`config.mk`:
```
export PLATFORM = sky130hd
export DESIGN_NAME = adtrc_core
export DESIGN_NICKNAME = d
export VERILOG_FILES = /design/src/verilog/adtrc_core.v
export VERILOG_INCLUDE_DIRS = /design/src /design/src/verilog
export SDC_FILE = /design/constraint.sdc
export NUM_CORES = 1
export LEC_CHECK = 0
export BUFFER_PORTS_ARGS = -buffer_cell sky130_fd_sc_hd__buf_4
export CAP_MARGIN = 25
export CORE_MARGIN = 3
export CORE_UTILIZATION = 50
export CTS_CLUSTER_DIAMETER = 50
export DETAILED_ROUTE_END_ITERATION = 7
export GPL_TIMING_DRIVEN = 0
export HOLD_SLACK_MARGIN = 0.02
export PLACE_DENSITY = 0.73
export SYNTH_ARGS = -nofsm -noshare
export SYNTH_HDL_FRONTEND = slang
export SYNTH_SLANG_ARGS = --single-unit
```
`constraint.sdc`:
```
create_clock -name clk_sys -period 4.8 [get_ports clk_sys]
set_input_delay 0.24 -clock clk_sys [delete_from_list [all_inputs] [get_ports clk_sys]]
set_output_delay 0.24 -clock clk_sys [all_outputs]
set_load 0.005 [all_outputs]
```
`src/verilog/adtrc_consts.vh`:
```
// Purpose: Constants for the converter trigger, range and result control block
// Assumes: Byte-wide register access at documented addresses
// Notes: Addresses are 20-bit byte addresses
`ifndef ADTRC_CONSTS_VH
`define ADTRC_CONSTS_VH
`define ADTRC_A_CTRL 20'hfff30
`define ADTRC_A_TRIG 20'hfff32
`define ADTRC_A_REFCMP 20'hf0010
`define ADTRC_A_UPPER 20'hf0011
`define ADTRC_A_LOWER 20'hf0012
`define ADTRC_A_RES_LO 20'hfff1e
`define ADTRC_A_RES_HI 20'hfff1f
`define ADTRC_A_CHAN 20'hfff31
`define ADTRC_RST_00 8'h00
`define ADTRC_RST_UPPER 8'hff
`define ADTRC_RST_WORD 16'h0000
`define ADTRC_CTRL_RUN 7
`define ADTRC_CTRL_CMPEN 0
`define ADTRC_TRIG_KIND_HI 7
`define ADTRC_TRIG_KIND_LO 6
`define ADTRC_TRIG_REPEAT 5
`define ADTRC_REF_RCK 3
`define ADTRC_REF_AWC 2
`define ADTRC_REF_TYP 0
`define ADTRC_REF_WMASK 8'hcd
`define ADTRC_TRIG_WMASK 8'he3
`define ADTRC_CHAN_WMASK 8'h8f
`define ADTRC_CTRL_WMASK 8'hff
`define ADTRC_SRC_TIMER 2'h0
`define ADTRC_SRC_LINK 2'h1
`define ADTRC_SRC_RTC 2'h2
`define ADTRC_SRC_ITV 2'h3
`define ADTRC_REF_SUPPLY 2'h0
`define ADTRC_REF_INT 2'h2
`define ADTRC_BLANK_CYC 3'h4
`define ADTRC_ZERO3 3'h0
`define ADTRC_ONE3 3'h1
`endif

```
`src/verilog/adtrc_core.v`:
```
// Purpose: Trigger selection, range gating and result store for a 10-bit SAR converter
// Assumes: Analog front end returns a 10-bit result with a one-cycle done pulse
// Notes: Timing of sampling and approximation belongs to the analog side
//
// Summary of operation
// - Trigger source field picks timer ch1, event linker, RTC or interval timer.
// - Ignore further RTC or interval triggers for three clocks, except stop-wake mode.
// - Reference field: 00 supply, 10 internal 1.45 V; 01 and 11 prohibited.
// - Range bit 0 fires inside limits; 1 fires below lower or above upper.
// - Suppressed completion also leaves both result registers unchanged.
// - Stop-wake bit lets a trigger in stop convert without the processor.
// - Resolution bit: 0 is 10-bit, 1 is 8-bit.
// - Result word loads at conversion end; upper eight and two bits, low six zero.
// - Reset clears result word and result byte to zero.
// - In 8-bit resolution, result word bits 7 and 6 read zero.
// - Result byte shows upper eight bits of the conversion result.
// - Channel codes select inputs 8 to 14, or sensor and reference internally.
// - Trigger mode: 00/01 software, 10 hardware no-wait, 11 hardware wait.
// - In 10-bit mode compare upper eight result bits against limits.
// - Sequential software mode runs until run bit cleared; one-shot software self-clears.
`include "adtrc_consts.vh"
`timescale 1ns/1ps
`default_nettype none
module adtrc_core (
  input wire clk_sys,
  input wire rst_b,
  input wire [19:0] bus_addr,
  input wire bus_wr,
  input wire bus_rd,
  input wire [7:0] bus_wdata,
  output reg [7:0] bus_rdata,
  input wire timer_ch1_interrupt,
  input wire event_linker,
  input wire rtc_interrupt,
  input wire interval_timer_interrupt,
  input wire stop_mode,
  input wire conv_done,
  input wire [9:0] conv_value,
  output wire conv_start,
  output wire stop_wake_mode,
  output wire comparator_enable,
  output wire [1:0] pos_ref_select,
  output wire resolution_select,
  output wire [3:0] channel_code,
  output wire internal_source_select,
  output wire [1:0] hw_trigger_source,
  output reg conversion_done_irq
);

  reg [7:0] ctrl_r;
  reg [7:0] trig_r;
  reg [7:0] refcmp_r;
  reg [7:0] upper_limit_r;
  reg [7:0] lower_limit_r;
  reg [7:0] chan_r;
  reg [15:0] result_word_r;
  reg [7:0] result_byte_r;
  reg [2:0] blank_cnt_r;
  reg [2:0] blank_cnt_nxt;
  reg busy_r;
  reg start_pend_r;
  reg wake_r;
  reg hw_sel;
  reg hw_take;
  reg in_window;
  reg store_ok;
  wire run;
  wire sw_mode;
  wire wait_mode;
  wire one_shot;
  wire stop_wake_convert;
  wire [7:0] cmp_value;
  wire slow_src;
  wire [9:0] stored_value;
  wire wr_ctrl;
  wire wr_trig;
  wire wr_refcmp;
  wire wr_upper;
  wire wr_lower;
  wire wr_chan;

  // Write strobe for one documented byte address
  function wr_hit;
    input [19:0] a;
    input [19:0] target;
    input w;
    begin
      wr_hit = w && (a == target);
    end
  endfunction

  // One decoded strobe per writable register keeps the update process readable
  assign wr_ctrl = wr_hit(bus_addr, `ADTRC_A_CTRL, bus_wr);
  assign wr_trig = wr_hit(bus_addr, `ADTRC_A_TRIG, bus_wr);
  assign wr_refcmp = wr_hit(bus_addr, `ADTRC_A_REFCMP, bus_wr);
  assign wr_upper = wr_hit(bus_addr, `ADTRC_A_UPPER, bus_wr);
  assign wr_lower = wr_hit(bus_addr, `ADTRC_A_LOWER, bus_wr);
  assign wr_chan = wr_hit(bus_addr, `ADTRC_A_CHAN, bus_wr);

  assign run = ctrl_r[`ADTRC_CTRL_RUN];
  assign comparator_enable = ctrl_r[`ADTRC_CTRL_CMPEN];
  assign sw_mode = ~trig_r[`ADTRC_TRIG_KIND_HI];
  assign wait_mode = trig_r[`ADTRC_TRIG_KIND_HI] & trig_r[`ADTRC_TRIG_KIND_LO];
  assign one_shot = trig_r[`ADTRC_TRIG_REPEAT];
  assign hw_trigger_source = trig_r[1:0];
  assign stop_wake_convert = refcmp_r[`ADTRC_REF_AWC];
  assign resolution_select = refcmp_r[`ADTRC_REF_TYP];
  assign pos_ref_select = refcmp_r[7:6];
  assign channel_code = chan_r[3:0];
  assign internal_source_select = chan_r[7];
  assign stop_wake_mode = wake_r;
  assign slow_src = hw_trigger_source[1];

  // Select the hardware trigger and apply the RTC/interval blanking window
  always @*
  begin
    case (hw_trigger_source)
      `ADTRC_SRC_TIMER: hw_sel = timer_ch1_interrupt;
      `ADTRC_SRC_LINK: hw_sel = event_linker;
      `ADTRC_SRC_RTC: hw_sel = rtc_interrupt;
      `ADTRC_SRC_ITV: hw_sel = interval_timer_interrupt;
      default: hw_sel = 1'b0;
    endcase
    hw_take = hw_sel && !sw_mode && comparator_enable &&
      !(slow_src && !stop_wake_convert && blank_cnt_r != `ADTRC_ZERO3);
    blank_cnt_nxt = blank_cnt_r;
    if (hw_take && slow_src && !stop_wake_convert)
      blank_cnt_nxt = `ADTRC_BLANK_CYC - `ADTRC_ONE3;
    else if (blank_cnt_r != `ADTRC_ZERO3)
      blank_cnt_nxt = blank_cnt_r - `ADTRC_ONE3;
  end

  // In 8-bit mode the two low bits are not resolved and read as zero
  assign stored_value = resolution_select ? {conv_value[9:2], 2'b00} : conv_value;
  assign cmp_value = conv_value[9:2];

  always @*
  begin
    in_window = (lower_limit_r <= cmp_value) && (cmp_value <= upper_limit_r);
    store_ok = refcmp_r[`ADTRC_REF_RCK] ? !in_window : in_window;
  end

  // Software start is the rising of run; hardware start needs run in no-wait mode
  assign conv_start = start_pend_r && !busy_r;

  always @(posedge clk_sys or negedge rst_b)
  begin
    if (!rst_b)
    begin
      ctrl_r <= `ADTRC_RST_00;
      trig_r <= `ADTRC_RST_00;
      refcmp_r <= `ADTRC_RST_00;
      upper_limit_r <= `ADTRC_RST_UPPER;
      lower_limit_r <= `ADTRC_RST_00;
      chan_r <= `ADTRC_RST_00;
      result_word_r <= `ADTRC_RST_WORD;
      result_byte_r <= `ADTRC_RST_00;
      blank_cnt_r <= `ADTRC_ZERO3;
      busy_r <= 1'b0;
      start_pend_r <= 1'b0;
      wake_r <= 1'b0;
      conversion_done_irq <= 1'b0;
    end
    else
    begin
      blank_cnt_r <= blank_cnt_nxt;
      conversion_done_irq <= 1'b0;
      if (wr_trig)
        trig_r <= bus_wdata & `ADTRC_TRIG_WMASK;
      // Bits 5, 4 and 1 kept zero so a stray write cannot set them
      if (wr_refcmp)
        refcmp_r <= bus_wdata & `ADTRC_REF_WMASK;
      if (wr_upper)
        upper_limit_r <= bus_wdata;
      if (wr_lower)
        lower_limit_r <= bus_wdata;
      if (conv_start)
      begin
        busy_r <= 1'b1;
        start_pend_r <= 1'b0;
      end
      else if (hw_take && (wait_mode || run))
        start_pend_r <= 1'b1;
      // Stop-wake: a trigger in stop raises the wake request until the result is in
      if (hw_take && stop_mode && stop_wake_convert)
        wake_r <= 1'b1;
      if (conv_done && busy_r)
      begin
        busy_r <= 1'b0;
        wake_r <= 1'b0;
        if (store_ok)
        begin
          result_word_r <= {stored_value, 6'b000000};
          result_byte_r <= conv_value[9:2];
          conversion_done_irq <= 1'b1;
        end
        // A suppressed result leaves both result registers untouched
        if (!store_ok)
          result_word_r <= result_word_r;
        if (one_shot && sw_mode)
          ctrl_r[`ADTRC_CTRL_RUN] <= 1'b0;
        else if (!one_shot && run && sw_mode)
          start_pend_r <= 1'b1;
      end
      // Channel write aborts the conversion in flight and restarts on the new input
      if (wr_chan)
      begin
        chan_r <= bus_wdata & `ADTRC_CHAN_WMASK;
        if (busy_r)
        begin
          busy_r <= 1'b0;
          start_pend_r <= 1'b1;
        end
      end
      if (wr_ctrl)
      begin
        ctrl_r <= bus_wdata & `ADTRC_CTRL_WMASK;
        if (bus_wdata[`ADTRC_CTRL_RUN] && !run && sw_mode)
          start_pend_r <= 1'b1;
        if (!bus_wdata[`ADTRC_CTRL_RUN])
        begin
          busy_r <= 1'b0;
          start_pend_r <= 1'b0;
        end
      end
    end
  end

  // Read data registered one cycle after the read strobe
  always @(posedge clk_sys or negedge rst_b)
  begin
    if (!rst_b)
      bus_rdata <= `ADTRC_RST_00;
    else if (bus_rd)
    begin
      case (bus_addr)
        `ADTRC_A_CTRL: bus_rdata <= ctrl_r;
        `ADTRC_A_TRIG: bus_rdata <= trig_r;
        `ADTRC_A_REFCMP: bus_rdata <= refcmp_r;
        `ADTRC_A_UPPER: bus_rdata <= upper_limit_r;
        `ADTRC_A_LOWER: bus_rdata <= lower_limit_r;
        `ADTRC_A_CHAN: bus_rdata <= chan_r;
        `ADTRC_A_RES_LO: bus_rdata <= result_word_r[7:0];
        `ADTRC_A_RES_HI: bus_rdata <= result_byte_r;
        default: bus_rdata <= `ADTRC_RST_00;
      endcase
    end
  end

endmodule
`default_nettype wire

```
==> Word level (Yosys, flattened, before mapping) <==
Index checks and enable logic that the tools add are counted.
{ "word_totals": {"ff_bits": 64, "in_bits": 48, "out_inout_bits": 22, "elab_cells": 99} }
{ "classes": {"addsub": 1, "magnitude_cmp": 2, "eq_ne": 11, "mux": 29, "n_bitwise": 2, "reduce_logical": 39} }
{ "op_table": {"columns": ["cell", "count"], "rows": [
  ["$eq 20x20->1 const B", 8],
  ["$pmux 8 s8", 1],
  ["$logic_and 1x1->1", 24],
  ["$mux 1", 23],
  ["$le 8x8->1", 2],
  ["$mux 8", 1],
  ["$reduce_bool 2->1", 4],
  ["$logic_not 1->1", 6],
  ["$mux 3", 2],
  ["$eq 2x2->1 const B", 2],
  ["$pmux 1 s4", 1],
  ["$reduce_and 2->1", 2],
  ["$reduce_bool 3->1", 1],
  ["$sub 3x1->3 const B", 1],
  ["$eq 2x1->1 const B", 1],
  ["$logic_not 2->1", 1],
  ["$mux 2", 1],
  ["$and 1x1->1", 1],
  ["$logic_or 1x1->1", 1],
  ["$not 1->1", 1]
]} }

==> Depth between registers and ports, before layout <==
Gate-level depths: netlist (run 1).
{ "depth": {"ltp_word": 16, "depth_mapped": 10, "ltp_nobuf": 9} }

==> Least setup slack after synthesis (run 1) <==
OpenSTA, ideal clock, no wires.
{ "synth_path": {"path_type": "register to register", "startpoint": "register upper_limit_r[1]", "endpoint": "register result_byte_r[0]", "setup_ns": 0.125, "arrival_ns": 2.035, "required_time_ns": 4.675, "setup_slack_ns": 2.641, "stages_incl_launch_ff": 11, "n_path_buf": 1, "cell_sequence": "dfstp_2 -> inv_1 -> ha_1 -> nor2b_1 -> o211ai_1 -> a21oi_1 -> o22ai_1 -> a21oi_1 -> a31o_2 -> buf_2 -> mux2_2"} }
{ "synth_via": {"elab_chain_len": 5} }
{ "synth_lines": {"columns": ["item", "line", "source"], "rows": [
  ["start, declared", "adtrc_core.v:53", "reg [7:0] upper_limit_r;"],
  ["start signal, assigned", "adtrc_core.v:153", "upper_limit_r <= `ADTRC_RST_UPPER;"],
  ["start signal, assigned", "adtrc_core.v:174", "upper_limit_r <= bus_wdata;"],
  ["$le 8x8->1 *", "adtrc_core.v:139", "in_window = (lower_limit_r <= cmp_value) && (cmp_value <= upper_limit_r);"],
  ["$logic_and 1x1->1 *", "adtrc_core.v:139", null],
  ["$logic_not 1->1", "adtrc_core.v:140", "store_ok = refcmp_r[`ADTRC_REF_RCK] ? !in_window : in_window;"],
  ["$mux 1 *", "adtrc_core.v:140", null],
  ["$reduce_and 2->1 (no source line) *", null, null],
  ["end signal, assigned", "adtrc_core.v:157", "result_byte_r <= `ADTRC_RST_00;"],
  ["end signal, assigned", "adtrc_core.v:194", "result_byte_r <= conv_value[9:2];"],
  ["end, declared", "adtrc_core.v:57", "reg [7:0] result_byte_r;"]
]} }
Every way passes the cells marked *; elsewhere a longest branch is shown, timed or not.
A chain may end at the register's enable or synchronous reset.

==> Final worst setup path (run 1) <==
{ "layout_path": {"startpoint": "register upper_limit_r[1]", "endpoint": "register result_byte_r[5]"} }
The elaborated chain is that of the path after synthesis.

==> impl_results.md, run 1 <==
- Antenna cell count: 0
- Top_reg_cell synth: dfrtp_1
- Final setup violation count: 0
- Most common cell after layout, fill and taps aside: buf_4
- Crit path kind: reg -> reg
- Detailed placement HPWL: 6230 um
- Slowest-stage cell, CP: dfstp_2
- Die Y: 89.2 um
- Fin crit share: 50.4%
- Buffers on Ports: between 60 and 70
- Fmax achieved: slightly above 400 MHz
- TritonCTS clock tree: done
- Finished Layout Cells: 471
- DRT antenna net count: 0
- Clk_lat worst skew: 340 ps
- Worst vdd ir: 0.168 mV
- Layout cell share with drive strength beyond 1: 39.3%
- IO Pins: 70
- Worst Setup Start Kind: flop
- Core Area: approximately 6500 um^2
- Critical path buffer and inverter count: 2
- Worst Path Max Fanout: 10
- Die width: about 89 um
- Ys async rst share: 100%
- DR vias: 2690
- Worst slew pin tran: 818 ps
- Core Util, Final: approximately two thirds
- Mean area per synthesized cell: between 10 and 15 um^2
- Yosys cell types: 50
- Pins Over Slew Limit: 0
- CP arrival: around 2600 ps
- First-pass GRT wire length: between 10000 and 15000 um
- Sequential fraction of the synthesis area: a little under half
- Min Tclk post-route: 2420 ps
- Cts repair resizes: 0
- Sink Count: 64
- Gr usage total: 22.2%
- Std cell rows: 29
- Netlist Area Pre-Place: 3460 um^2
- CTS root buffer: clkbuf_8
- Area delta synth->final: 23.3%
- Routability cong.: roughly 0.84
- Final worst slack: 2380 ps
- Placed cells: between 400 and 500
- Longest Clk Path Bufs: 2
- Drt pass-1 iters: 4
- Yosys warnings: 0
- Post-synth EDFFs: 0
- Critical path endpoint category: flop
- Nets: about 460
- TritonCTS Buffers: 9
- Status: finished, final reports clean
- Die ar.: just under 8000 um^2
- Worst path cell trace: inv_1, ha_1, nor2b_1, o211ai_1, a21oi_1, o22ai_1, a31o_2, buf_2, mux2_2
- Critical path's largest stage delay: 550 ps
- H-Tree Level Count: 3
- Pwr dens: ~250 nW/um^2
- Leakage Power: 2.06 nW
- Vias/cell: 5.71
- Req. time, crit path: between 5000 and 6000 ps
- Worst path top cell family by delay: compound AO/OA/AOI/OAI gates
- Commonest cells after routing, fill and taps aside: buf_4, dfrtp_1, mux2_2
- WL final: between 8000 and 9000 um
- Grt ovf: 0
- CTS clk-pin slew, worst paths: ~70 ps
- Max-cap violations: 0
- RSZ-0062 raised after global routing: no
- Endpoints failing hold: 0
- Antenna violations before repair: 0
- WL/cell: ~18 um
- DRC viols: 0
- Synthesized instance count: 309
- Yosys reg bits: 64
- Number of global-route vias before repair: around 2700
- Setup Skew: 6.97 ps
- Iter 0 DRT Violations: ~200
- Hold WC Path Type: in -> reg
- Starting Density: around 53%
- Slew HR: between 40 and 50%
- Mapped Nets: 375
- TNS Setup: 0 ps
- Dpl ws: ~2400 ps
- Pin count of the biggest net entering global routing: 65
## path summary, 6_finish.rpt
| check | start | end | depth (start not counted) | slack, ps |
|---|---|---|---|---|
| setup / recovery | upper_limit_r[1]$_DFFE_PN1P_ | result_byte_r[5]$_DFFE_PN0P_ | 9 | 2380 |
| max in group asynchronous | rst_b | ctrl_r[4]$_DFFE_PN0P_ | 2 | 3740 |
| min in group asynchronous | rst_b | conversion_done_irq$_DFF_PN0_ | 2 | 510 |
| setup reg to reg | upper_limit_r[1]$_DFFE_PN1P_ | result_byte_r[5]$_DFFE_PN0P_ | 9 | 2380 |
| hold reg to reg | bus_rdata[7]$_DFFE_PN0P_ | bus_rdata[7]$_DFFE_PN0P_ | 1 | 480 |
| hold / removal | conv_done | stop_wake_mode$_DFFE_PN0P_ | 2 | 110 |
## cells by family (layout without fill, tap and decap cells)
group | count (synthesis) | count (layout) | synth area share, %
xor+xnor | 1 | 1 | 0.253
compound gates | 60 | 60 | 12.0
simple gates | 77 | 77 | 13.0
fa+ha+maj | 18 | 18 | 6.51
flops | 64 | 64 | 46.6
buf+inv | 35 | 120 | 4.30
mux | 54 | 54 | 17.4
## metal layers
metal / GRT usage [%] / wire [um] / vias up
met5: 0 / 0 / -
met4: 9.47 / 142 / 0
met3: 4.88 / 669 / 14
met2: 35.6 / 4000 / 105
met1: 29.0 / 3500 / 1278
li1: - / - / 1293
## cell usage after synthesis (2+ instances only)
master     number  area [um^2]
nor2_1         11         41.3
a221oi_1        6         52.6
a221o_1         3         30.0
mux2_2         48          541
or4_1           2         15.0
nor3_1          6         30.0
inv_1          24         90.1
nand2_1        21         78.8
mux2i_1         6         60.1
a21o_1          2         15.0
buf_4           4         30.0
o2bb2ai_1       4         35.0
buf_2           2         10.0
clkinv_1        2         7.51
nand3_2         2         20.0
dfrtp_1        56         1400
o211ai_1        2         15.0
o22ai_1         3         18.8
o21ai_0         9         45.0
a22oi_1         3         22.5
nand3_1         4         20.0
a222oi_1        4         40.0
nor2b_1         7         43.8
ha_1           18          225
clkbuf_1        2         7.51
dfstp_2         8          210
nor4_1          2         12.5
nor2_2          3         18.8
a21oi_1        17         85.1
nand4_1         7         43.8
and3_1          2         12.5
## final cells by class
| type | count | area, um^2 |
|---|---|---|
| Buffer | 9 | 51.3 |
| Clock buffer | 11 | 131 |
| Clock inverter | 5 | 57.6 |
| Fill cell | 545 | 2260 |
| Inverter | 26 | 97.6 |
| Multi-Input combinational cell | 210 | 1700 |
| Sequential cell | 64 | 1610 |
| Tap cell | 77 | 96.3 |
| Timing Repair Buffer | 69 | 520 |
## registers in the layout (all words and copies together) (netlist names), 2 cells and up
signal         flops
bus_rdata          8
ctrl_r             8
lower_limit_r      8
result_byte_r      8
upper_limit_r      8
chan_r             5
refcmp_r           5
trig_r             5
blank_cnt_r        3
result_word_r      2
## what timing repair did
action | 4_1_cts | 5_1_grt
endpoints found under the hold margin | 11 | 0
setup buffers | 0 | 0
endpoints found under the setup margin | 0 | 0
hold buffers | 1 | 0
## through the flow
stage	hold WS (ps)	instance area [um^2]	power [mW]
finish	112	4270	1.06
global route	99.5	4270	1.10
CTS	104	4270	1.07
detailed placement	375	4070	0.626
global placement	374	4070	0.624
floorplan	-55.6	3460	0.572
## power by group
| part | leakage, nW | internal [mW] | switching, mW |
|---|---|---|---|
| sequential | 0.860 | 0.540 | 0.00000928 |
| combinational | 1.11 | 0.0361 | 0.0405 |
| clock | 0.0856 | 0.239 | 0.206 |
No activity file was read; power rests on OpenSTA's default activity.
==> run 2: changes to the inputs <==
- clock period: 4.8 -> 2.5 ns (I/O delays scaled with it)
==> impl_results.md, run 2 (same netlist as run 1, synthesis figures left out) <==
- Clock share of power: a little over two fifths
- WL final: 8390 um
- Worst slew pin tran: 810 ps
- Worst flop-to-flop path endpoint: result_byte_r[5]$_DFFE_PN0P_
- Std cell rows: 29
- NetSw: between 0.4 and 0.5 mW
- Flop pwr share: roughly half
- Gr usage total: ~22%
- Most common cell after layout, fill and taps aside: buf_4
- WL/cell: ~18 um
- Longest Clk Path Bufs: 2
- Antenna violations before repair: 0
- Final setup violation count: 0
- Leakage Power: ~2.1 nW
- First-pass GRT wire length: roughly 13000 um
- TNS Setup: 0 ps
- Number of global-route vias before repair: 2690
- DR vias: between 2000 and 3000
- Slowest-stage cell, CP: dfstp_2
- Worst vdd ir: between 0.3 and 0.4 mV
- Status: finished, final reports clean
- Switching share of total power: roughly a quarter
- Slew HR: a little under half
- Min-delay src: conv_value[8]
- Layout cell share with drive strength beyond 1: between 30% and 40%
- Drt pass-1 iters: 5
- Critical Path Source: upper_limit_r[1]$_DFFE_PN1P_
- Area delta synth->final: 23.9%
- Vias/cell: 5.80
- Die width: between 80 and 90 um
- Sink Count: 64
- TritonCTS clock tree: done
- CP arrival: roughly 2500 ps
- Fin crit share: 92.2%
- Clk_lat worst skew: 340 ps
- TritonCTS Buffers: 9
- Die ar.: just under 8000 um^2
- RSZ-0062 raised after global routing: no
- Routability cong.: around 0.84
- Pwr Total: roughly 2.0 mW
- Hold WC Path Type: in -> reg
- Critical path's largest stage delay: 550 ps
- DRT antenna net count: 0
- Pwr dens: around 480 nW/um^2
- Endpoints failing hold: 0
- Detailed placement HPWL: a little over 6000 um
- Worst Setup Start Kind: flop
- Setup bufs post-CTS: 0
- CTS root buffer: clkbuf_8
- Iter 0 DRT Violations: between 150 and 200
- Buffers on Ports: 68
- DRC viols: 0
- CP Capture Point: result_byte_r[5]$_DFFE_PN0P_
- Starting Density: about 53%
- Grt ovf: 0
- Min Tclk post-route: 2310 ps
- Fill cell count: 544
- CTS clk-pin slew, worst paths: approximately 70 ps
- R2r setup slk: 190 ps
- Nets: ~460
- Comb pwr share: 7.3%
- Core Area: about 6500 um^2
- Crit path kind: reg -> reg
- Req. time, crit path: between 2000 and 3000 ps
- Setup Skew: 8.09 ps
- IO Pins: 70
- Max-cap violations: 0
- Cell Int Power: about 1.6 mW
- R2R depth: 10
- Worst Path Max Fanout: 10
- Critical path endpoint category: flop
- Reg2reg start: upper_limit_r[1]$_DFFE_PN1P_
- Pin count of the biggest net entering global routing: between 60 and 70
- Pins Over Slew Limit: 0
- Most frequent CP cell: a21oi_1
- Fmax achieved: about 430 MHz
- Antenna cell count: 0
- H-Tree Level Count: 3
- Worst path cell trace: inv_1, ha_1, nor2b_1, o211ai_1, a21oi_1, o22ai_2, a21oi_1, a31o_2, buf_6, mux2_2
- Commonest cells after routing, fill and taps aside: buf_4, dfrtp_1, mux2_2
- Die Y: between 80 and 90 um
- Hold Worst Slack: between 30 and 40 ps
-- run 2: changes by cell type in the layout (fill, tap and decap cells not counted) --
cell	delta
buf_2	-1
buf_6	+1
dlygate4sd3_1	+1
o21ai_0	-1
o21ai_1	+1
o22ai_1	-1
o22ai_2	+1
-- run 2: layer usage --
| metal | wire (um) | up-vias | track usage, % |
|---|---|---|---|
| li1 | - | 1300 | - |
| met5 | 0 | - | 0 |
| met1 | 3580 | 1297 | 29.1 |
| met2 | 4010 | 122 | 35.6 |
| met4 | 180 | 0 | 9.47 |
| met3 | 621 | 19 | 4.88 |
-- run 2: repair_timing --
| action | 4_1_cts | 5_1_grt |
|---|---|---|
| gates resized for setup | 0 | 5 |
| endpoints found under the setup margin | 0 | 9 |
| hold buffers | 2 | 0 |
| hold endpoints to repair | 57 | 0 |
-- run 2: worst min-delay path by stage --
stage	end	slack, ps	cells after the start
finish	result_byte_r[6]$_DFFE_PN0P_	40	2
global route	result_byte_r[6]$_DFFE_PN0P_	20	2
CTS	result_byte_r[6]$_DFFE_PN0P_	30	2
detailed placement	conversion_done_irq$_DFF_PN0_	260	1
global placement	result_word_r[7]$_DFFE_PN0P_	260	1
floorplan	blank_cnt_r[0]$_DFFE_PN0P_	-170	0
-- run 2: final cells by class --
| class | count | area (um^2) | area share [%] |
|---|---|---|---|
| inverters | 26 | 97.6 | 2.28 |
| clock buffers | 11 | 131 | 3.06 |
| flip-flops and latches | 64 | 1610 | 37.6 |
| multi-input cells | 210 | 1710 | 39.8 |
| repair buffers | 70 | 531 | 12.4 |
| well taps | 77 | 96.3 | 2.25 |
| clock inverters | 5 | 57.6 | 1.34 |
| plain buffers | 9 | 57.6 | 1.34 |
-- run 2: worst max-delay path, delay by kind of cell, from the launching register on --
family                     cells  cell delay [ps]
muxes                          1              350
buffers and inverters          2              200
DFF                            1              550
and+or+nand+nor                1              130
AOI/OAI and AO/OA              5              670
adders and majority gates      1              290
-- run 2: power by group through the flow --
stage,clock [mW],combinational [mW],sequential [mW]
2_1_floorplan,0,0.0434,1.06
6_report,0.856,0.149,1.04
3_5_place_dp,0,0.147,1.05
5_1_grt,0.918,0.167,1.03
4_1_cts,0.873,0.150,1.04
3_3_place_gp,0,0.143,1.05
-- run 2: through the flow --
stage / utilization [%] / cells / setup WS (ps) / area (um^2)
2_1_floorplan: - / 309 / 341 / 3460
5_1_grt: 65.7 / 472 / 16.2 / 4290
4_1_cts: 65.5 / 472 / 75.5 / 4280
6_report: 65.7 / 472 / 194 / 4290
3_3_place_gp: 62.3 / 454 / 139 / 4070
3_5_place_dp: 62.3 / 454 / 92.9 / 4070
==> run 3: changes to the inputs <==
- clock period: 2.5 -> 2.2 ns (I/O delays scaled with it)
==> impl_results.md, run 3 (same netlist as run 1, synthesis figures left out) <==
- Status: finished, violations left
- Failing checks: negative setup slack
- Gr usage total: a little under a quarter
- Grt ovf: 0
- Number of global-route vias before repair: approximately 2700
- Post-route cell area: ~4400 um^2
- CP arrival: 2490 ps
- Final setup violation count: 10
- Worst slew pin tran: 814 ps
- CTS clk-pin slew, worst paths: 70 ps
- TritonCTS Buffers: 9
- Critical path endpoint category: flop
- Slew HR: a little under half
- IO Pins: 70
- TritonCTS clock tree: done
- Pins Over Slew Limit: 0
- Antenna cell count: 0
- Most common cell after layout, fill and taps aside: buf_4
- Die ar.: about 8000 um^2
- Std cell rows: 29
- Longest Clk Path Bufs: 2
- Fill cell count: about 520
- Leakage Power: around 2.1 nW
- Vias/cell: 5.81
- Iter 0 DRT Violations: about 180
- Sink Count: 64
- Nets: 464
- Endpoints failing hold: 0
- Fin crit share: 103%
- Core Area: 6530 um^2
- Worst vdd ir: about 0.37 mV
- Setup Skew: around 8.4 ps
- DR vias: approximately 2800
- Hold WC Path Type: in -> reg
- Fmax achieved: around 440 MHz
- Req. time, crit path: 2430 ps
- WL final: 8640 um
- Die Y: just under 90 um
- DRC viols: 0
- Worst Path Max Fanout: 5
- Max-cap violations: 0
- WL/cell: about 18 um
- Final worst slack: -60.3 ps
- CTS root buffer: clkbuf_8
- Die width: a little under 90 um
- H-Tree Level Count: 3
- Area delta synth->final: 27.7%
- Layout cell share with drive strength beyond 1: ~41%
- Starting Density: between 50% and 60%
- DRT antenna net count: 0
- Placed cell area: just over 4000 um^2
- Clk_lat worst skew: 340 ps
- Antenna violations before repair: 0
- First-pass GRT wire length: about 13000 um
- TNS Setup: -385 ps
- Pin count of the biggest net entering global routing: 65
- RSZ-0062 raised after global routing: yes
- Routability cong.: 0.840
- Detailed placement HPWL: 6230 um
- Min Tclk post-route: between 2000 and 2500 ps
- Crit path kind: reg -> reg
- Worst Setup Start Kind: flop
- Buffers on Ports: between 60 and 70
- Drt pass-1 iters: 5
- Commonest cells after routing, fill and taps aside: buf_4, dfrtp_1, mux2_2
- Pwr Total: 2.34 mW
- Pwr dens: between 500 and 600 nW/um^2
[run 3: power breakdown]
group / internal [mW] / switching (mW) / total (mW)
logic: 0.0895 / 0.0933 / 0.183
registers: 1.18 / 0.0000203 / 1.18
clock network: 0.522 / 0.459 / 0.981
[run 3: final cells by class]
class                           count  area, um^2  area share (%)
Inverter                           26        97.6            2.21
Tap cell                           77        96.3            2.18
Buffer                              9        57.6            1.30
Multi-Input combinational cell    210        1760            39.9
Clock inverter                      5        57.6            1.30
Sequential cell                    64        1610            36.5
Clock buffer                       11         131            2.97
Timing Repair Buffer               78         604            13.7
[run 3: critical path, cell delays in order (launching register included)]
cell,delay [ps]
dfstp_2,550
inv_1,50
ha_1,300
nand4_1,180
a21oi_2,170
o22ai_2,100
a21oi_2,160
a31o_4,140
buf_6,140
mux2_2,340
[run 3: final timing paths]
path	start	endpoint	slack (ps)	cells after the start
setup reg to reg	upper_limit_r[6]$_DFFE_PN1P_	result_byte_r[2]$_DFFE_PN0P_	-60	9
min in group asynchronous	rst_b	conversion_done_irq$_DFF_PN0_	390	2
max in group asynchronous	rst_b	ctrl_r[0]$_DFFE_PN0P_	1280	2
setup / recovery	upper_limit_r[6]$_DFFE_PN1P_	result_byte_r[2]$_DFFE_PN0P_	-60	9
hold reg to reg	bus_rdata[7]$_DFFE_PN0P_	bus_rdata[7]$_DFFE_PN0P_	480	1
hold / removal	bus_wdata[4]	lower_limit_r[4]$_DFFE_PN0P_	30	2
[run 3: metrics by stage]
stage,utilization [%],worst slack (ps),hold slack (ps),cells
floorplan,-,40.5,-186,309
global placement,62.3,-161,244,454
detailed placement,62.3,-207,245,454
CTS,66.9,-46.3,21.2,478
global route,67.7,-181,24.9,480
finish,67.7,-60.3,27.5,480
[run 3: per-layer routing]
| layer | GRT usage (%) | part of all wire [%] | vias up |
|---|---|---|---|
| met1 | 30.3 | 41 | 1337 |
| met3 | 4.98 | 8.3 | 21 |
| li1 | - | - | 1318 |
| met2 | 36.2 | 48 | 114 |
| met5 | 0 | 0 | - |
| met4 | 9.61 | 2.4 | 0 |
[run 3: timing repair]
item | in CTS | in global routing
setup endpoints to repair | 9 | 10
pin swaps | 5 | 5
gates cloned | 1 | 0
hold endpoints to repair | 59 | 2
resized for setup | 11 | 5
hold buffers | 4 | 2
buffers inserted | 3 | 0
